===== config.mk =====
export PLATFORM = sky130hd
export DESIGN_NAME = gpp_port
export DESIGN_NICKNAME = d
export VERILOG_FILES = /design/src/gpp_pkg.sv /design/src/gpp_port.sv
export SDC_FILE = /design/constraint.sdc
export NUM_CORES = 1
export LEC_CHECK = 0
export ABC_AREA = 0
export BUFFER_PORTS_ARGS = -buffer_cell sky130_fd_sc_hd__buf_2
export CAP_MARGIN = 0
export CORE_MARGIN = 8
export CORE_UTILIZATION = 45
export CTS_BUF_LIST = sky130_fd_sc_hd__clkbuf_16
export DETAILED_ROUTE_END_ITERATION = 6
export PLACE_DENSITY = 0.76
export SLEW_MARGIN = 5
export SYNTH_ARGS = -nofsm -noshare
export SYNTH_HDL_FRONTEND = slang
export SYNTH_SLANG_ARGS = --single-unit

===== constraint.sdc =====
create_clock -name hclk -period 2.1 [get_ports hclk]
set_clock_uncertainty 0.15 [all_clocks]
set_input_delay 0.42 -clock hclk [delete_from_list [all_inputs] [get_ports hclk]]
set_output_delay 0.42 -clock hclk [all_outputs]
set_load 0.02 [all_outputs]

===== src/gpp_pkg.sv =====
// Constants for the 32-pin general purpose port block
package gpp_pkg;
   localparam int unsigned NPINS = 32;
   localparam int unsigned AW = 16;
   // Register byte offsets
   localparam logic [15:0] OFF_DIRECTION = 16'hf100;
   localparam logic [15:0] OFF_PIN_VALUE = 16'hf104;
   localparam logic [15:0] OFF_IRQ_CAUSE = 16'hf108;
   localparam logic [15:0] OFF_IRQ_MASK = 16'hf10c;
   localparam logic [15:0] OFF_POLARITY = 16'hf110;
   localparam logic [15:0] OFF_CONTROL = 16'hf114;
   localparam logic [15:0] OFF_EVT_STATUS = 16'hf118;
   localparam logic [15:0] OFF_EVT_CLEAR = 16'hf11c;
   localparam logic [15:0] OFF_EVT_ENABLE = 16'hf120;
   localparam logic [15:0] OFF_PIN_ROUTE = 16'hf124;
   // Field positions
   localparam int unsigned CTL_LEVEL_IRQ_BIT = 0;
   localparam int unsigned EVT_CAUSE_BIT = 0;
   localparam int unsigned EVT_RO_WRITE_BIT = 1;
   localparam int unsigned EVT_W = 2;
   // Reset values
   localparam logic [31:0] RST_DIRECTION = 32'h0000_0000;
   localparam logic [31:0] RST_POLARITY = 32'h0000_0000;
   localparam logic [31:0] RST_PIN_VALUE = 32'h0000_0000;
   localparam logic [31:0] RST_IRQ_CAUSE = 32'h0000_0000;
   localparam logic [31:0] RST_IRQ_MASK = 32'h0000_0000;
   localparam logic RST_LEVEL_IRQ = 1'b0;
   localparam logic [1:0] RST_EVT = 2'h0;
   localparam logic [31:0] RST_PIN_ROUTE = 32'h0000_0000;
   // AHB encodings
   localparam logic [1:0] HTRANS_NONSEQ = 2'h2;
   localparam logic [1:0] HTRANS_SEQ = 2'h3;
   localparam logic HRESP_OKAY = 1'b0;
endpackage


===== src/gpp_port.sv =====
// General purpose port: pins, polarity, cause/mask and AHB-Lite slave
`timescale 1ns/100ps

module gpp_port (
   // Clock and reset
   input wire logic hclk,
   input wire logic hresetn,
   // AHB-Lite slave
   input wire logic hsel,
   input wire logic [31:0] haddr,
   input wire logic [1:0] htrans,
   input wire logic hwrite,
   input wire logic [2:0] hsize,
   input wire logic hready,
   input wire logic [31:0] hwdata,
   output logic [31:0] hrdata,
   output logic hreadyout,
   output logic hresp,
   // Pins
   input wire logic [31:0] pin_in,
   output logic [31:0] pin_out,
   output logic [31:0] pin_oe,
   // Shared pin routing, one means general port
   output logic [31:0] route_general_port,
   // Interrupts
   output logic port_irq,
   output logic event_irq
);

   typedef struct packed {
      logic [31:0] sync1;
      logic [31:0] sync2;
      logic [31:0] in_lvl;
      logic [31:0] direction;
      logic [31:0] polarity;
      logic [31:0] pin_value;
      logic [31:0] cause;
      logic [31:0] mask;
      logic level_irq_select;
      logic [31:0] alt_route;
      logic [1:0] evt_status;
      logic [1:0] evt_enable;
      logic wr_pend;
      logic [15:0] wr_addr;
      logic [31:0] rdata;
      logic [31:0] drive;
      logic [31:0] oe;
   } gpp_state_t;

   gpp_state_t state;
   gpp_state_t next_state;

   logic addr_phase;
   logic [15:0] a_off;
   logic [31:0] rd_mux;
   logic [31:0] asserted_in;
   logic [31:0] rise;
   logic [31:0] wr_data;
   logic wr_dir;
   logic wr_pol;
   logic wr_val;
   logic wr_cause;
   logic wr_mask;
   logic wr_ctl;
   logic wr_eclr;
   logic wr_een;
   logic wr_route;

   assign addr_phase = hsel && hready && htrans[1];
   assign a_off = haddr[15:0];
   assign wr_data = hwdata;

   ////////////////////////////////////////////////////////////////////
   // Read mux, taken in the address phase
   always_comb begin
      case (a_off)
         gpp_pkg::OFF_DIRECTION: rd_mux = state.direction;
         gpp_pkg::OFF_PIN_VALUE: rd_mux = state.pin_value;
         gpp_pkg::OFF_IRQ_CAUSE: rd_mux = state.cause;
         gpp_pkg::OFF_IRQ_MASK: rd_mux = state.mask;
         gpp_pkg::OFF_POLARITY: rd_mux = state.polarity;
         gpp_pkg::OFF_CONTROL: rd_mux = {31'h0, state.level_irq_select};
         gpp_pkg::OFF_EVT_STATUS: rd_mux = {30'h0, state.evt_status};
         gpp_pkg::OFF_EVT_ENABLE: rd_mux = {30'h0, state.evt_enable};
         gpp_pkg::OFF_PIN_ROUTE: rd_mux = state.alt_route;
         default: rd_mux = 32'h0000_0000;
      endcase
   end

   ////////////////////////////////////////////////////////////////////
   // Write strobes, data phase
   always_comb begin
      wr_dir = state.wr_pend && (state.wr_addr == gpp_pkg::OFF_DIRECTION);
      wr_pol = state.wr_pend && (state.wr_addr == gpp_pkg::OFF_POLARITY);
      wr_val = state.wr_pend && (state.wr_addr == gpp_pkg::OFF_PIN_VALUE);
      wr_cause = state.wr_pend && (state.wr_addr == gpp_pkg::OFF_IRQ_CAUSE);
      wr_mask = state.wr_pend && (state.wr_addr == gpp_pkg::OFF_IRQ_MASK);
      wr_ctl = state.wr_pend && (state.wr_addr == gpp_pkg::OFF_CONTROL);
      wr_eclr = state.wr_pend && (state.wr_addr == gpp_pkg::OFF_EVT_CLEAR);
      wr_een = state.wr_pend && (state.wr_addr == gpp_pkg::OFF_EVT_ENABLE);
      wr_route = state.wr_pend && (state.wr_addr == gpp_pkg::OFF_PIN_ROUTE);
   end

   ////////////////////////////////////////////////////////////////////
   // Next state
   always_comb begin
      next_state = state;
      next_state.sync1 = pin_in;
      next_state.sync2 = state.sync1;
      asserted_in = state.sync2 ^ state.polarity;
      next_state.in_lvl = asserted_in;
      rise = asserted_in & ~state.in_lvl & ~state.direction;

      // Bus address phase capture
      next_state.wr_pend = addr_phase && hwrite;
      if (addr_phase) begin
         next_state.wr_addr = a_off;
      end
      if (addr_phase && !hwrite) begin
         next_state.rdata = rd_mux;
      end

      if (wr_dir) begin
         next_state.direction = wr_data;
      end
      if (wr_pol) begin
         next_state.polarity = wr_data;
      end
      if (wr_mask) begin
         next_state.mask = wr_data;
      end
      if (wr_ctl) begin
         next_state.level_irq_select = wr_data[gpp_pkg::CTL_LEVEL_IRQ_BIT];
      end
      if (wr_een) begin
         next_state.evt_enable = wr_data[gpp_pkg::EVT_W-1:0];
      end
      if (wr_route) begin
         next_state.alt_route = wr_data;
      end

      // input bits latch pin level with polarity applied, output bits keep writes
      next_state.pin_value = (asserted_in & ~state.direction)
         | (state.pin_value & state.direction);
      if (wr_val) begin
         next_state.pin_value = (asserted_in & ~state.direction)
            | (wr_data & state.direction);
      end

      // write zero clears, set ignores mask, set wins
      next_state.cause = state.cause;
      if (wr_cause) begin
         next_state.cause = state.cause & wr_data;
      end
      next_state.cause = next_state.cause | rise;

      // Block events: new cause, ignored write to input bits
      next_state.evt_status = state.evt_status;
      if (wr_eclr) begin
         next_state.evt_status = state.evt_status
            & ~wr_data[gpp_pkg::EVT_W-1:0];
      end
      if (|rise) begin
         next_state.evt_status[gpp_pkg::EVT_CAUSE_BIT] = 1'b1;
      end
      if (wr_val && |(wr_data & ~state.direction)) begin
         next_state.evt_status[gpp_pkg::EVT_RO_WRITE_BIT] = 1'b1;
      end

      // drive with polarity, continuous drive of outputs
      next_state.drive = next_state.pin_value ^ next_state.polarity;
      next_state.oe = next_state.direction;
   end

   ////////////////////////////////////////////////////////////////////
   // State register
   always_ff @(posedge hclk or negedge hresetn) begin
      if (!hresetn) begin
         state.sync1 <= 32'h0000_0000;
         state.sync2 <= 32'h0000_0000;
         state.in_lvl <= 32'h0000_0000;
         state.direction <= gpp_pkg::RST_DIRECTION;
         state.polarity <= gpp_pkg::RST_POLARITY;
         state.pin_value <= gpp_pkg::RST_PIN_VALUE;
         state.cause <= gpp_pkg::RST_IRQ_CAUSE;
         state.mask <= gpp_pkg::RST_IRQ_MASK;
         state.level_irq_select <= gpp_pkg::RST_LEVEL_IRQ;
         state.alt_route <= gpp_pkg::RST_PIN_ROUTE;
         state.evt_status <= gpp_pkg::RST_EVT;
         state.evt_enable <= gpp_pkg::RST_EVT;
         state.wr_pend <= 1'b0;
         state.wr_addr <= 16'h0000;
         state.rdata <= 32'h0000_0000;
         state.drive <= 32'h0000_0000;
         state.oe <= 32'h0000_0000;
      end else begin
         state <= next_state;
      end
   end

   ////////////////////////////////////////////////////////////////////
   // Outputs
   assign hrdata = state.rdata;
   assign hreadyout = 1'b1;
   assign hresp = gpp_pkg::HRESP_OKAY;
   assign pin_out = state.drive;
   assign pin_oe = state.oe;
   assign route_general_port = ~state.alt_route;

   // mask gating, edge mode, level mode
   always_comb begin
      if (state.level_irq_select) begin
         port_irq = |(state.pin_value & state.mask);
      end else begin
         port_irq = |(state.cause & state.mask);
      end
   end

   assign event_irq = |(state.evt_status & state.evt_enable);

endmodule


## Yosys cells after proc, flatten, opt, wreduce, memory -nomap -nowiden

Cells that the tools add are included.

- Register bits after elaboration: 374
- Input port bits: 106
- Output and inout bits: 132
- Word-level logic and storage cells: 85

- Eq/ne operators: 18
- Multiplexer cells: 8
- Bitwise operators: 20
- Reduce and logical (&&, ||, !) cells: 22

Operator list:

| operator | number |
|---|---|
| $and A32 B32 Y32 | 9 |
| $eq A16 B16 Y1 const B | 18 |
| $pmux W32 S9 | 1 |
| $reduce_or A32 Y1 | 4 |
| $mux W32 | 3 |
| $not A32 Y32 | 3 |
| $or A32 B32 Y32 | 3 |
| $xor A32 B32 Y32 | 2 |
| $logic_and A1 B1 Y1 | 14 |
| $and A2 B2 Y2 | 2 |
| $reduce_bool A2 Y1 | 2 |
| $mux W1 | 3 |
| $mux W2 | 1 |
| $not A2 Y2 | 1 |
| $reduce_or A2 Y1 | 1 |
| $logic_not A1 Y1 | 1 |

## Longest topological paths before layout

- Word-level depth: 5
- Gate-level depth with buffers: 8

## Worst setup path before layout

Ideal clock, no wire load.

- Kind: input to register
- Start point: input port haddr[9]
- End point: register state (netlist bit hrdata[4])
- Data arrival time: 2116 ps
- Required time: 1886 ps
- Slack: -230 ps
- Cell stages on the path: 7
- Path through: or4b_4 -> buf_6 -> nor4_4 -> buf_6 -> a22oi_1 -> a31oi_1 -> a21o_1

- Cells in the longest elaborated chain, start to end: 2
- Elaborated cells between the ends (all ways): 10
- Those cells by class: 9 x eq/ne; 1 x mux

Ends and longest elaborated chain:

| what | RTL line | RTL |
|---|---|---|
| start, declared | gpp_port.sv:10 | `input wire logic [31:0] haddr,` |
| $eq A16 B16 Y1 | gpp_port.sv:76 | `case (a_off)` |
| $pmux W32 S9 * | gpp_port.sv:76 |  |
| end signal, assigned | gpp_port.sv:197 | `state <= next_state;` |
| end, declared | gpp_port.sv:50 | `gpp_state_t state;` |

Every way passes the cells marked *; elsewhere a longest branch is shown, timed or not.
A chain may end at the register's enable or synchronous reset.

## Final worst setup path

- Start point: register state[177] (netlist bit)
- End point: output port port_irq

- Cells in the longest elaborated chain, start to end: 3
- Elaborated cells between the ends (all ways): 5
- Those cells by class: 1 x mux; 2 x bitwise; 2 x reduce/logical

Ends and longest elaborated chain:

| what | RTL line | RTL |
|---|---|---|
| $and A32 B32 Y32 (on tied branches) | gpp_port.sv:215, gpp_port.sv:213 |  |
| $reduce_or A32 Y1 (on tied branches) | gpp_port.sv:215, gpp_port.sv:213 |  |
| $mux W1 * | gpp_port.sv:212 | `if (state.level_irq_select) begin` |
| end, declared | gpp_port.sv:26 | `output logic port_irq,` |

Marks and branches as above.

==> summary.md <==
| Metric | Value |
|---|---|
| Critical Path Sink Type | primary output |
| Top post-synthesis cells by area | dfrtp_1 (58%), buf_4 (4.6%), a22oi_1 (4.5%), o21ai_1 (4.0%), xor2_1 (3.5%) |
| Max rail drop VDD | between 0.9 and 1 mV |
| Met3 usage | 6.35% |
| Max-slew headroom | 49.9% |
| Initial Util | between 40% and 50% |
| GR peak layer | met2 |
| Power Density | 707 nW/µm² |
| GP Congestion | 0.956 |
| Setup TNS Final | -27,130 ps |
| Post-synthesis sequential area ratio | 57.7% |
| Design Area, Final | 22,200 µm² |
| TritonRoute pass-1 iters | 6 |
| RSZ-0062 raised after global routing | yes |
| Initial antenna violation count | 0 |
| # DRC | 0 |
| Max Fanout on Critical Path | 4 |
| Skew-Pair Late Insertion Delay | 550 ps |
| Drt wl/cell | 26.6 µm |
| Tot GR Track Use | 26.4% |
| Synth area leader | dfrtp_1 |
| Dpl cells | 2,184 |
| Fin. max-slew vios | 0 |
| Tmin final | ~2800 ps |
| 1st-iter DRT viols | approximately 1,800 |
| Pin count of the biggest net entering global routing | 88 |
| Register area | 9360 µm² |
| Post-DP HPWL | 40.3 mm |
| Die ar. | ~42,000 µm² |
| Syn Nets | about 1,600 |
| Netlist cell types | 61 |
| Die Span Y | between 200 and 250 µm |
| Synthesized area per cell | 11.2 µm² |
| EDFF count, synth | 0 |
| Filler cell count in the final layout | ~2,700 |
| DIE WIDTH | 206 µm |
| Area growth syn-to-layout | 36.6% |
| Placed instance area | 18,900 µm² |
| H-tree depth | 2 |
| Via count | 14,200 |
| Setup Crit Path Kind | reg2out |
| Least-Margin Pin Slew | 750 ps |
| GR Util met2 | 41.1% |
| Clock tree buffer depth | 3 |
| Core area | 35,600 µm² |
| Vias in the first global route | 14,100 |
| Critical Path Start Type | flip-flop |
| Count leader, synth | dfrtp_1 |
| Grt met1 use | a little over a third |
| Antenna cells | 0 |
| ANT nets after route | 0 |
| Layout cells sized above 1 | between 40% and 50% |
| Pre-CTS setup slack | -461 ps |
| Num ports | 238 |
| Final Worst Setup Slack | -690 ps |
| Root buf cell | clkbuf_16 |
| Status | finished, violations left |
| LEAKAGE | 10.4 nW |
| Final net count | 1,941 |
| # clock sinks | 374 |
| CTS Buf Count | 40 |
| Post-synthesis sequential element count | ~370 |
| Worst-path clk slew | 60 ps |
| Failing checks | setup timing |
| First-pass GRT wire length | 85.7 mm |
| HP Class | in2reg |
| FP Rows | 69 |
| Synth cell count leaders | dfrtp_1 (374), o21ai_1 (130), nand2_1 (106) |
| IO buf count | approximately 220 |
| Critical Path RT | 1530 ps |
| Max Fclk | 0.358 GHz |
| GR Overflow Total | 0 |
| Fin. Hold Viols | 0 |
| Ys flop type | dfrtp_1 |
| Post-synthesis cell count | ~1,400 |
| MaxCap Viol Count | 0 |
| Final wirelength | about 60 mm |
| Finished Layout Cells | 2,323 |
| Synth warn | 0 |
| Multi-input logic area | 6700 µm² |
| Via density | between 6 and 7 |
| Post-synth ARST share | 100% |
| CTS tree | done |
| CP Data Arrival Time | 2220 ps |
| Synth top area share | 57.7% |
| Final period util | 133% |
| Final setup violating endpoints | 163 |
| Synth Cell Area | 16,200 µm² |
## final cells by class
cell class / count / share of cell area, %
inverter: 65 / 1.10
clock inverter: 28 / 1.24
clock buffer: 41 / 4.63
tap: 461 / 2.60
multi-input combinational: 844 / 30.2
timing repair buffer: 510 / 18.0
sequential: 374 / 42.2
## critical path: stages (launching register included)
cell and delay (ps):
dfrtp_1 470, a22oi_1 410, nand4_1 190, nor4_2 290, a21oi_2 150, buf_6 170
## logic make-up after synthesis
kind of cell | count (synthesis) | share of synthesized area (%)
AO/OA/AOI/OAI | 404 | 15.7
XOR/XNOR | 64 | 3.45
other | 2 | 0.0463
AND/OR/NAND/NOR | 318 | 11.2
multiplexers | 56 | 3.88
buffers and inverters | 227 | 8.02
flip-flops | 374 | 57.7
## placed cells by master, fill, tap and decap left out, types with 11 or more instances in the layout
cell	Yosys	routed
a21o_1	29	29
a22oi_1	97	97
a31oi_1	57	46
buf_12	0	28
buf_2	9	213
buf_4	99	210
buf_6	9	12
clkbuf_16	0	49
dfrtp_1	374	374
dlygate4sd3_1	0	33
inv_1	65	69
mux2_2	26	23
mux2_4	0	32
nand2_1	106	38
nand2_2	0	27
nand2_4	0	38
nand2b_1	32	32
nand3_1	40	37
nand4_1	11	11
nor2_1	37	36
nor3b_1	32	28
nor4_1	17	11
o21ai_0	36	31
o21ai_1	130	66
o21ai_2	0	65
o22ai_1	16	16
xor2_1	64	59
## layer usage
metal	routed length, µm	share of wire (%)
met2	27600	45
met4	4010	6.5
met5	0	0
met3	7300	12
met1	22800	37
## through the flow
stage / utilization [%] / hold WS [ps] / power [mW]
after floorplan: - / -25.6 / 7.85
after global placement: 53.1 / 168 / 8.45
after detailed placement: 53.1 / 166 / 8.48
after CTS: 58.9 / 5.08 / 15.6
after global routing: 62.3 / 28.3 / 16.1
final: 62.3 / 18.4 / 15.7
## flip-flops by register name (all words and copies together) (netlist names)
name	cells
next_state	32
state	246
hrdata	32
pin_out	32
pin_oe	32
## power by group
group	leakage (nW)	switching [mW]	internal (mW)	total [mW]
logic	5.60	0.592	0.461	1.05
clock network	0.661	2.89	4.26	7.15
registers	4.13	0.103	7.37	7.48
total	10.4	3.59	12.1	15.7
## repair_timing
action                                  CTS  global route
gates cloned                              4            14
buffers inserted                         11            10
pin swaps                                12            75
gates resized for setup                  53           232
hold buffers                             33             0
hold endpoints to repair                111             0
endpoints found under the setup margin   71           205
## worst paths after layout
check / startpoint / to / slack [ps] / depth (start not counted)
min in group asynchronous: hresetn / pin_out[29] / 200 / 2
min: hwdata[31] / state[213] / 20 / 3
max reg2reg: state[106] / pin_out[13] / -340 / 8
max in group asynchronous: hresetn / pin_out[17] / 780 / 3
max: state[177] / port_irq / -690 / 5
min reg2reg: next_state[369] / state[369] / 200 / 0
Note: power is estimated with default switching activity, not from simulation.
